### config.mk
export PLATFORM = sky130hd
export DESIGN_NAME = usrc_dev_flat
export DESIGN_NICKNAME = d
export VERILOG_FILES = /design/src/hdl/usrc_pkg.sv /design/src/hdl/usrc_if.sv /design/src/hdl/usrc_dev.sv /design/src/flat_wrapper.sv
export VERILOG_INCLUDE_DIRS = /design/src /design/src/hdl
export SDC_FILE = /design/constraint.sdc
export NUM_CORES = 1
export LEC_CHECK = 0
export BUFFER_PORTS_ARGS = -buffer_cell sky130_fd_sc_hd__buf_2
export CORE_MARGIN = 5
export CORE_UTILIZATION = 50
export DETAILED_ROUTE_END_ITERATION = 10
export GPL_TIMING_DRIVEN = 0
export PLACE_DENSITY_LB_ADDON = 0.08
export SETUP_SLACK_MARGIN = 0.3
export SLEW_MARGIN = 20
export SYNTH_ARGS = -nofsm -noshare
export SYNTH_HDL_FRONTEND = slang
export SYNTH_SLANG_ARGS = --single-unit
### constraint.sdc
create_clock -name I_REF_CLK -period 3.4 [get_ports I_REF_CLK]
set_input_delay 0.17 -clock I_REF_CLK [delete_from_list [all_inputs] [get_ports I_REF_CLK]]
set_output_delay 0.17 -clock I_REF_CLK [all_outputs]
set_load 0.02 [all_outputs]
### src/hdl/usrc_map.svh
// Offsets, field positions, reset values and timing counts of the
// suspend/resume controller. Assumes a 200 MHz reference clock.
`ifndef USRC_MAP_SVH
`define USRC_MAP_SVH
// ---------------------------------------------------------------
// Register offsets
// ---------------------------------------------------------------
`define USRC_AW              13
`define USRC_GLB_ADDR        13'h1ffb
`define USRC_EVT_ADDR        13'h1ff0
`define USRC_IEN_ADDR        13'h1ff1
`define USRC_OVC_ADDR        13'h1ff2
// ---------------------------------------------------------------
// Field positions and masks
// ---------------------------------------------------------------
`define USRC_GLOBAL_SUSPEND_EVENT_BIT    4
`define USRC_GLB_RES_BIT     3
`define USRC_GLB_CFG_BIT     1
`define USRC_GLB_ADR_BIT     0
`define USRC_EV_SUSP_BIT     0
`define USRC_EV_RSM_BIT      1
`define USRC_EV_RWU_BIT      2
`define USRC_IEN_RWU_BIT     7
`define USRC_IEN_MASK        8'h87
`define USRC_OVC_WAKE_BIT    2
`define USRC_RESET_VAL       8'h00
`define USRC_SM_PDOWN        2'h2
// ---------------------------------------------------------------
// Timing
// ---------------------------------------------------------------
`define USRC_CLK_MHZ         200
`define USRC_IDLE_MS         3
`define USRC_IDLE_CYC        (`USRC_IDLE_MS * `USRC_CLK_MHZ * 1000)
`define USRC_RWU_US          1000
`define USRC_RWU_CYC         (`USRC_RWU_US * `USRC_CLK_MHZ)
`endif

### src/hdl/usrc_pkg.sv
// Types shared by both ends of the suspend/resume controller.
// Assumes usrc_map.svh for all numeric constants.
package usrc_pkg;
   typedef logic [12:0] usrc_addr_t;
   typedef logic [7:0]  usrc_byte_t;
   typedef enum logic [2:0] {
      DS_ACTIVE, DS_SUSP, DS_SLEEP, DS_HRES, DS_RWU
   } usrc_dev_state_t;
   typedef enum logic [3:0] {
      FS_IDLE, FS_RD, FS_CAP, FS_SUSP, FS_SLEEP, FS_ZZZ, FS_RESTORE, FS_ENABLE
   } usrc_fw_state_t;
endpackage : usrc_pkg

### src/hdl/usrc_if.sv
// Register and sleep link between the controller and its firmware end.
// Assumes both ends run on the same clock; no clocking block.
`timescale 1ns/1ps
interface usrc_if;
   import usrc_pkg::*;
   usrc_addr_t addr;
   usrc_byte_t wdata;
   logic       wr;
   logic       rd;
   logic       sleep;
   usrc_byte_t rdata;
   logic       irq;
   modport dev (input addr, input wdata, input wr, input rd, input sleep,
                output rdata, output irq);
   modport fw  (output addr, output wdata, output wr, output rd, output sleep,
                input rdata, input irq);
endinterface : usrc_if

### src/hdl/usrc_dev.sv
// Device end: suspend detect, resume and remote wakeup, clock gating,
// global state register. Assumes all inputs synchronous to I_REF_CLK.
//
// Notes on behaviour
// - Suspend indicator high while suspended, read only.
// - Resume indicator set during resume, read only.
// - Configured flag written by firmware, reset clears.
// - Address applies from next transaction after enable.
// - Global state bits 7..5 and 2 read zero.
// - Idle 3 ms sets suspend event, interrupts.
// - Sleep while suspended stops oscillator and PLL.
// - Bus activity or external interrupt restarts operation.
// - Host resume restarts oscillator, sets resume event.
// - Enabled external interrupt drives remote wakeup upstream.
// - Overcurrent register bit 2 enables wake pin.
// - Low wake pin during suspend triggers resume.
// - Firmware stops peripherals then executes sleep.
// - Firmware clears events after host resume.
// - Firmware clears events after remote wakeup.
`include "usrc_map.svh"
`timescale 1ns/1ps
module usrc_dev
   import usrc_pkg::*;
#(
   parameter int IDLE_CYC = `USRC_IDLE_CYC,
   parameter int RWU_CYC  = `USRC_RWU_CYC
) (
   // Clock and reset
   input  wire logic I_REF_CLK,
   input  wire logic I_RST,
   // Firmware link
   usrc_if.dev       FW,
   // USB bus
   input  wire logic I_BUS_IDLE,
   input  wire logic I_HOST_RESUME,
   input  wire logic I_TXN_START,
   output logic      O_RESUME_DRIVE,
   output logic      O_ADDR_ACTIVE,
   output logic      O_CONFIGURED,
   // Wake sources
   input  wire logic I_EXT_IRQ_ZERO,
   input  wire logic I_EXT_IRQ_ONE,
   input  wire logic I_WAKE_PIN_N,
   // Clock gating
   output logic      O_OSC_EN,
   output logic      O_PLL_EN
);
   // ---------------------------------------------------------------
   // Elaboration checks
   // ---------------------------------------------------------------
   localparam int MAXC = (IDLE_CYC > RWU_CYC) ? IDLE_CYC : RWU_CYC;
   localparam int CW   = $clog2(MAXC + 1);
   if (IDLE_CYC < 1 || RWU_CYC < 1) begin : g_bad
      $error("usrc_dev: cycle counts must be at least one");
   end

   // ---------------------------------------------------------------
   // State
   // ---------------------------------------------------------------
   usrc_dev_state_t state_r,  state_nxt;
   logic [CW-1:0]   cnt_r,    cnt_nxt;
   logic            cfg_r,    cfg_nxt;
   logic            adr_r,    adr_nxt;
   logic            act_r,    act_nxt;
   logic [2:0]      ev_r,     ev_nxt;
   usrc_byte_t      ien_r,    ien_nxt;
   logic            ovc_r,    ovc_nxt;
   usrc_byte_t      rdata_r,  rdata_nxt;
   logic            irq_r,    irq_nxt;
   logic            osc_r,    osc_nxt;
   logic            drv_r,    drv_nxt;
   logic [2:0]      ev_set;
   logic [2:0]      ev_clr;
   logic            susp_ind;
   logic            res_ind;
   logic            rwu_src;
   logic            ext_irq;
   usrc_byte_t      glb_rd;

   // ---------------------------------------------------------------
   // Next state
   // ---------------------------------------------------------------
   always_comb begin
      state_nxt = state_r;
      cnt_nxt   = cnt_r;
      cfg_nxt   = cfg_r;
      adr_nxt   = adr_r;
      ien_nxt   = ien_r;
      ovc_nxt   = ovc_r;
      rdata_nxt = rdata_r;
      ev_set    = 3'h0;
      ev_clr    = 3'h0;
      ext_irq   = I_EXT_IRQ_ZERO | I_EXT_IRQ_ONE;
      rwu_src   = (ien_r[`USRC_IEN_RWU_BIT] & ext_irq)
                | (ovc_r & ~I_WAKE_PIN_N);
      susp_ind  = (state_r == DS_SUSP) || (state_r == DS_SLEEP);
      res_ind   = (state_r == DS_HRES) || (state_r == DS_RWU);

      unique case (state_r)
         DS_ACTIVE: begin
            if (I_BUS_IDLE) begin
               if (cnt_r == CW'(IDLE_CYC - 1)) begin
                  state_nxt                = DS_SUSP;
                  ev_set[`USRC_EV_SUSP_BIT] = 1'b1;
                  cnt_nxt                  = '0;
               end else begin
                  cnt_nxt = cnt_r + 1'b1;
               end
            end else begin
               cnt_nxt = '0;
            end
         end
         DS_SUSP, DS_SLEEP: begin
            cnt_nxt = '0;
            if (I_HOST_RESUME) begin
               state_nxt               = DS_HRES;
               ev_set[`USRC_EV_RSM_BIT] = 1'b1;
            end else if (rwu_src) begin
               state_nxt               = DS_RWU;
               ev_set[`USRC_EV_RSM_BIT] = 1'b1;
               ev_set[`USRC_EV_RWU_BIT] = 1'b1;
            end else if (!I_BUS_IDLE || ext_irq) begin
               state_nxt = DS_ACTIVE;
            end else if (state_r == DS_SUSP && FW.sleep) begin
               state_nxt = DS_SLEEP;
            end
         end
         DS_HRES: begin
            // Flag drops only once the host stops resume signalling
            if (!I_HOST_RESUME) begin
               state_nxt = DS_ACTIVE;
            end
         end
         DS_RWU: begin
            if (cnt_r == CW'(RWU_CYC - 1)) begin
               state_nxt = DS_ACTIVE;
               cnt_nxt   = '0;
            end else begin
               cnt_nxt = cnt_r + 1'b1;
            end
         end
      endcase

      // Register writes
      if (FW.wr) begin
         unique case (FW.addr)
            `USRC_GLB_ADDR: begin
               cfg_nxt = FW.wdata[`USRC_GLB_CFG_BIT];
               adr_nxt = FW.wdata[`USRC_GLB_ADR_BIT];
            end
            `USRC_EVT_ADDR: ev_clr  = FW.wdata[2:0];
            `USRC_IEN_ADDR: ien_nxt = FW.wdata & `USRC_IEN_MASK;
            `USRC_OVC_ADDR: ovc_nxt = FW.wdata[`USRC_OVC_WAKE_BIT];
            default: ;
         endcase
      end

      // Set wins over a clear in the same cycle
      ev_nxt = (ev_r & ~ev_clr) | ev_set;

      // Register reads, answered one cycle later
      glb_rd = 8'h00;
      glb_rd[`USRC_GLOBAL_SUSPEND_EVENT_BIT] = susp_ind;
      glb_rd[`USRC_GLB_RES_BIT]  = res_ind;
      glb_rd[`USRC_GLB_CFG_BIT]  = cfg_r;
      glb_rd[`USRC_GLB_ADR_BIT]  = adr_r;
      if (FW.rd) begin
         unique case (FW.addr)
            `USRC_GLB_ADDR: rdata_nxt = glb_rd;
            `USRC_EVT_ADDR: rdata_nxt = {5'h00, ev_r};
            `USRC_IEN_ADDR: rdata_nxt = ien_r;
            `USRC_OVC_ADDR: rdata_nxt = {5'h00, ovc_r, 2'h0};
            default:        rdata_nxt = 8'h00;
         endcase
      end

      // New address takes effect at a transaction boundary
      if (!adr_r) begin
         act_nxt = 1'b0;
      end else if (I_TXN_START) begin
         act_nxt = 1'b1;
      end else begin
         act_nxt = act_r;
      end

      irq_nxt = |(ev_nxt & ien_r[2:0]);
      osc_nxt = (state_nxt != DS_SLEEP);
      drv_nxt = (state_nxt == DS_RWU);
   end

   // ---------------------------------------------------------------
   // Registers
   // ---------------------------------------------------------------
   always_ff @(posedge I_REF_CLK) begin
      if (I_RST) begin
         state_r <= DS_ACTIVE;
         cnt_r   <= '0;
         cfg_r   <= 1'b0;
         adr_r   <= 1'b0;
         act_r   <= 1'b0;
         ev_r    <= 3'h0;
         ien_r   <= `USRC_RESET_VAL;
         ovc_r   <= 1'b0;
         rdata_r <= `USRC_RESET_VAL;
         irq_r   <= 1'b0;
         osc_r   <= 1'b1;
         drv_r   <= 1'b0;
      end else begin
         state_r <= state_nxt;
         cnt_r   <= cnt_nxt;
         cfg_r   <= cfg_nxt;
         adr_r   <= adr_nxt;
         act_r   <= act_nxt;
         ev_r    <= ev_nxt;
         ien_r   <= ien_nxt;
         ovc_r   <= ovc_nxt;
         rdata_r <= rdata_nxt;
         irq_r   <= irq_nxt;
         osc_r   <= osc_nxt;
         drv_r   <= drv_nxt;
      end
   end

   // ---------------------------------------------------------------
   // Outputs
   // ---------------------------------------------------------------
   // Oscillator and PLL share one flop so they can never disagree
   assign FW.rdata       = rdata_r;
   assign FW.irq         = irq_r;
   assign O_RESUME_DRIVE = drv_r;
   assign O_ADDR_ACTIVE  = act_r;
   assign O_CONFIGURED   = cfg_r;
   assign O_OSC_EN       = osc_r;
   assign O_PLL_EN       = osc_r;
endmodule : usrc_dev

### src/flat_wrapper.sv
// flat-port wrapper written by rule: the top's interface ports become plain ports
module usrc_dev_flat import usrc_pkg::*;
#(
   parameter int IDLE_CYC = `USRC_IDLE_CYC,
   parameter int RWU_CYC  = `USRC_RWU_CYC
)
  (I_REF_CLK, I_RST, I_BUS_IDLE, I_HOST_RESUME, I_TXN_START, O_RESUME_DRIVE, O_ADDR_ACTIVE, O_CONFIGURED, I_EXT_IRQ_ZERO, I_EXT_IRQ_ONE, I_WAKE_PIN_N, O_OSC_EN, O_PLL_EN, FW_addr, FW_wdata, FW_wr, FW_rd, FW_sleep, FW_rdata, FW_irq);
  usrc_if FW_i ();
  input  wire logic I_REF_CLK;
  input  wire logic I_RST;
  input  wire logic I_BUS_IDLE;
  input  wire logic I_HOST_RESUME;
  input  wire logic I_TXN_START;
  output logic O_RESUME_DRIVE;
  output logic O_ADDR_ACTIVE;
  output logic O_CONFIGURED;
  input  wire logic I_EXT_IRQ_ZERO;
  input  wire logic I_EXT_IRQ_ONE;
  input  wire logic I_WAKE_PIN_N;
  output logic O_OSC_EN;
  output logic O_PLL_EN;
  input wire logic [$bits(FW_i.addr)-1:0] FW_addr;
  input wire logic [$bits(FW_i.wdata)-1:0] FW_wdata;
  input wire logic [$bits(FW_i.wr)-1:0] FW_wr;
  input wire logic [$bits(FW_i.rd)-1:0] FW_rd;
  input wire logic [$bits(FW_i.sleep)-1:0] FW_sleep;
  output wire logic [$bits(FW_i.rdata)-1:0] FW_rdata;
  output wire logic [$bits(FW_i.irq)-1:0] FW_irq;
  assign FW_i.addr = FW_addr;
  assign FW_i.wdata = FW_wdata;
  assign FW_i.wr = FW_wr;
  assign FW_i.rd = FW_rd;
  assign FW_i.sleep = FW_sleep;
  assign FW_rdata = FW_i.rdata;
  assign FW_irq = FW_i.irq;
  usrc_dev #(.IDLE_CYC(IDLE_CYC), .RWU_CYC(RWU_CYC)) u_core (.I_REF_CLK(I_REF_CLK), .I_RST(I_RST), .FW(FW_i), .I_BUS_IDLE(I_BUS_IDLE), .I_HOST_RESUME(I_HOST_RESUME), .I_TXN_START(I_TXN_START), .O_RESUME_DRIVE(O_RESUME_DRIVE), .O_ADDR_ACTIVE(O_ADDR_ACTIVE), .O_CONFIGURED(O_CONFIGURED), .I_EXT_IRQ_ZERO(I_EXT_IRQ_ZERO), .I_EXT_IRQ_ONE(I_EXT_IRQ_ONE), .I_WAKE_PIN_N(I_WAKE_PIN_N), .O_OSC_EN(O_OSC_EN), .O_PLL_EN(O_PLL_EN));
endmodule
# After elaboration in Yosys (flattened, before gate mapping)
# Index checks and enable logic that the tools add are counted.
# word_totals
input_bits	32
elab_cells	71
register_bits	45
# classes
reduce_logical	13
eq_ne	12
bitwise	10
n_mux	23
addsub	1
# ops
operator	n
two-way mux 20 bit	3
case mux 20 bit (3 select lines)	1
equality test 13 bit (second input constant)	4
case mux 8 bit (4 select lines)	1
two-way mux 3 bit	10
adder 20 x 1 -> 20 bit (second input constant)	1
equality test 20 x 18 -> 1 bit (second input constant)	1
equality test 20 bit (second input constant)	1
case mux 3 bit (4 select lines)	1
AND 3 bit	2
equality test 3 x 2 -> 1 bit (second input constant)	2
equality test 3 bit (second input constant)	2
AND reduction 2 bit	3
two-way mux 1 bit	5
two-way mux 2 bit	2
OR reduction 2 bit	2
equality test 3 x 1 -> 1 bit (second input constant)	1
logical NOT 3 bit	1
logical OR 1 bit	3
inequality test 3 x 2 -> 1 bit (second input constant)	1
inverter 3 bit	1
bitwise OR 3 bit	1
nonzero test 3 bit	1
OR reduction 3 bit	1
other kinds (5)	8

# Logic depth before layout (Yosys ltp)
# logic_depth
ltp_word	9
depth_mapped	7

# Worst setup path after synthesis
# Ideal clock, no wire load.
# synth_path
path_type	register to register
start	reg u_core.cnt_r[7]
end	reg u_core.cnt_r[7]
setup_ns	0.115
required_time_ns	3.285
arrival_time_ns	1.755
synth_period_minus_slack_ns	1.869
setup_slack_ns	1.531
path_buffers	2
stages_incl_launch_ff	8
cell_sequence	dfxtp_1 > buf_6 > or4b_1 > nor4b_2 > a31oi_1 > nor3_2 > buf_6 > nor2_1
# synth_via
elab_chain_len	4
# synth_rtl
element	line	source
from (decl)	usrc_dev.sv:61	logic [CW-1:0] cnt_r, cnt_nxt;
from (signal assigned)	usrc_dev.sv:210	cnt_r <= cnt_nxt;
adder 20 x 1 -> 20 bit or equality test 20 bit (tied branches)	usrc_dev.sv:107, usrc_dev.sv:139, usrc_dev.sv:102	
two-way mux 20 bit	usrc_dev.sv:102	if (cnt_r == CW'(IDLE_CYC - 1)) begin
two-way mux 20 bit	usrc_dev.sv:101	if (I_BUS_IDLE) begin
case mux 20 bit (3 select lines) (*)	usrc_dev.sv:99	unique case (state_r)
# Mark *: on every way between the ends. The rest lies on a longest branch, timed or not.
# A chain may end at the register's enable or synchronous reset.

# Worst setup path in the final report
# layout_path
start	reg u_core.cnt_r[6]
end	reg u_core.cnt_r[2]
# layout_via
elab_chain_len	4
# layout_rtl
element	line
equality test 20 bit	usrc_dev.sv:102
two-way mux 20 bit	usrc_dev.sv:102
two-way mux 20 bit	usrc_dev.sv:101
case mux 20 bit (3 select lines) (*)	usrc_dev.sv:99
# Marks and branches as above.

==> impl_metrics.env <==
export IMPL_outcome="finished, final reports clean"
export IMPL_fp_dieH_um=77.3
export IMPL_pre_cts_ws_ps=1370
export IMPL_grt_pass1_vias=1990
export IMPL_pin_count=46
export IMPL_yosys_warnings=0
export IMPL_async_flop_share=0
export IMPL_power_density_mw_per_mm2=339
export IMPL_drt_first_pass_iters=4
export IMPL_power_internal_mw=0.688
export IMPL_synth_ff_type="dfxtp_1"
export IMPL_sw_frac_of_total=0.225
export IMPL_seqPwrFrac=0.569
export IMPL_final_max_slew_viol_count=0
export IMPL_multi_input_area_mm2=0.00130
export IMPL_grt_max_degree=13
export IMPL_cp_max_fo=10
export IMPL_worstPathArrival_ps=2220
export IMPL_timing_hold_ws_ps=111
export IMPL_syn_inst=268
export IMPL_pwr_share_clk=0.366
export IMPL_hold_buffers=0
export IMPL_track_usage=0.184
export IMPL_hp_class="input port to register"
export IMPL_fin_nets=348
export IMPL_via_per_inst=5.46
export IMPL_setup_slack_ps=1360
export IMPL_die_w_um=77.3
export IMPL_ant_nets=0
export IMPL_area_growth_pct=15.5
export IMPL_hold_viol=0
export IMPL_finalSetupViolations=0
export IMPL_worst_setup_path_start_kind="register"
export IMPL_seq_area_um2=861
export IMPL_num_antenna_cells=0
export IMPL_period_share=0.599
export IMPL_clock_fmax_ghz=0.491
export IMPL_grt_overflow=0
export IMPL_wire_per_inst_um=13.9
export IMPL_routed_wl_um=5100
export IMPL_ir_drop_mv=0.304
export IMPL_switchingPower_mw=0.200
export IMPL_avgSynthCellArea_um2=8.46
export IMPL_die_area_mm2=0.00598
export IMPL_place_congestion=0.820
export IMPL_synth_distinct_cells=55
export IMPL_worstSkewPairLatency_ps=290
export IMPL_drt_iter0_drc=111
export IMPL_clock_skew_ps=8.73
export IMPL_end_kind="register"
export IMPL_start_util=0.517
export IMPL_cts_tree="done"
export IMPL_relSlewSlack=0.495
export IMPL_ys_ff_latch=43
export IMPL_cts_sinks=43
export IMPL_drive_gt1_frac=0.197
export IMPL_clk_pin_slew_worst_paths_ps=80
export IMPL_fin_tns_setup_ps=0
export IMPL_hpwl_um=3950
export IMPL_p_comb_frac=0.065
export IMPL_vias=2002
export IMPL_portBuffers=39
export IMPL_cts_root_buf="clkbuf_8"
export IMPL_grt_pass1_wl_um=9070
export IMPL_rows=24
export IMPL_h_tree_depth=2
export IMPL_synth_edff_count=0
export IMPL_period_needed_ps=2040
export IMPL_p_leak_nw=1.01
export IMPL_syn_area_mm2=0.00227
export IMPL_core_area_mm2=0.00438
export IMPL_worstPathRequired_ps=3580
export IMPL_rsz0062_at_grt="no"
export IMPL_worstMarginPinSlew_ps=751
export IMPL_num_fill_cells=440
export IMPL_critPathKind="register to register"
export IMPL_cts_made_buffers=5
export IMPL_drc=0
export IMPL_antenna_found_initial=0
export IMPL_yosysSeqAreaShare=0.380
export IMPL_cts_resized_gates=0
export IMPL_cts_buffer_depth=2
export IMPL_postCtsSetupRepairBufs=0
export IMPL_cap_violations=0
## synthesized netlist by cell type, types with 2 or more instances
cell type / instances / area share
a31oi_1: 3 / 0.0083
a41o_1: 3 / 0.013
a21oi_1: 9 / 0.020
buf_4: 3 / 0.0099
dfxtp_1: 43 / 0.38
inv_1: 7 / 0.012
o21ai_0: 6 / 0.013
a2bb2oi_1: 3 / 0.012
xor2_1: 15 / 0.058
xnor2_1: 6 / 0.023
nor3_1: 9 / 0.020
buf_6: 3 / 0.015
a21o_1: 3 / 0.0099
nand3_1: 16 / 0.035
nand2_1: 23 / 0.038
nand4b_1: 2 / 0.0077
nor4_4: 2 / 0.019
nor2_1: 40 / 0.066
nor2b_1: 5 / 0.014
buf_1: 2 / 0.0033
nand4_1: 12 / 0.033
nand2b_1: 8 / 0.022
clkbuf_1: 4 / 0.0066
mux2i_1: 8 / 0.035
or3_1: 3 / 0.0083
## stage by stage
stage	cells	utilization	power, mW	area [um2]
finish	367	0.597	0.889	2620
global route	367	0.597	0.934	2620
CTS	367	0.597	0.899	2620
detailed placement	360	0.577	0.575	2530
global placement	360	0.577	0.575	2530
floorplan	269	-	0.546	2270
## worst max-delay path, cell delays in order, from the launching register on
cell,delay (ps)
dfxtp_1,360
or4b_2,740
nor4_4,230
a311oi_1,150
nor3_2,220
buf_6,180
nor2_1,60
## kinds of logic after synthesis
group,after synthesis,synth area share
AOI/OAI and AO/OA,39,0.120
xor gates and xnor gates,21,0.0811
adders and majority gates,2,0.00993
buffers and inverters,20,0.0486
DFF,43,0.380
muxes,8,0.0353
other,1,0.00165
and+or+nand+nor,134,0.323
## layout make-up
type                       instances  share of cell area
clock inverter                     1             0.00191
inverter                           7              0.0100
multi-input combinational        206               0.496
clock buffer                       6              0.0315
timing repair buffer              39              0.0745
tap                               52              0.0248
sequential                        43               0.329
buffer                            13              0.0320
## state kept, by name, summed over array words and instances (netlist names)
register / flops
u_core.O_CONFIGURED: 1
u_core.state_r: 3
u_core.ovc_r: 1
u_core.O_RESUME_DRIVE: 1
u_core.ien_r: 4
u_core.O_ADDR_ACTIVE: 1
u_core.FW.irq: 1
u_core.cnt_r: 20
u_core.O_OSC_EN: 1
u_core.ev_r: 3
u_core.FW.rdata: 6
u_core.adr_r: 1
## placed cells by master, fill, tap and decap left out, types with 2 or more instances in the layout
cell type and count:
a21o_1 3, a21oi_1 9, a2bb2oi_1 3, a31oi_1 3
a41o_1 3, buf_1 2, buf_2 40, buf_4 3
buf_6 3, clkbuf_1 4, clkbuf_8 6, conb_1 2
dfxtp_1 43, inv_1 7, mux2i_1 8, nand2_1 23
nand2b_1 8, nand3_1 16, nand4_1 12, nand4b_1 2
nor2_1 40, nor2b_1 5, nor3_1 9, nor4_4 2
o21ai_0 6, or3_1 3, xnor2_1 6, xor2_1 15
## power groups by stage
stage	clock network (mW)	registers [mW]	logic [mW]
2_1_floorplan	0	0.517	0.0283
3_3_place_gp	0	0.518	0.0570
3_5_place_dp	0	0.518	0.0573
4_1_cts	0.336	0.506	0.0577
5_1_grt	0.363	0.506	0.0645
6_report	0.325	0.506	0.0573
## path summary, 6_finish.rpt
path	slack [ps]	end	startpoint	cells after the start
hold reg to reg	460	u_core.FW.rdata[0]$_SDFFE_PP0P_	u_core.FW.rdata[0]$_SDFFE_PP0P_	2
hold / removal	110	u_core.ien_r[7]$_SDFFE_PP0P_	FW_wdata[7]	3
setup / recovery	1360	u_core.cnt_r[2]$_SDFFE_PP0P_	u_core.cnt_r[6]$_SDFFE_PP0P_	6
setup reg to reg	1360	u_core.cnt_r[2]$_SDFFE_PP0P_	u_core.cnt_r[6]$_SDFFE_PP0P_	6
## metal layers
layer	share of wire	routed length, um	vias up	GRT usage
met5	0	0	-	0
met4	0.012	63	0	0.0515
met3	0.051	258	6	0.0532
met2	0.50	2550	37	0.327
met1	0.44	2230	919	0.213
li1	-	-	1040	-
Note: power is estimated with default switching activity, not from simulation.
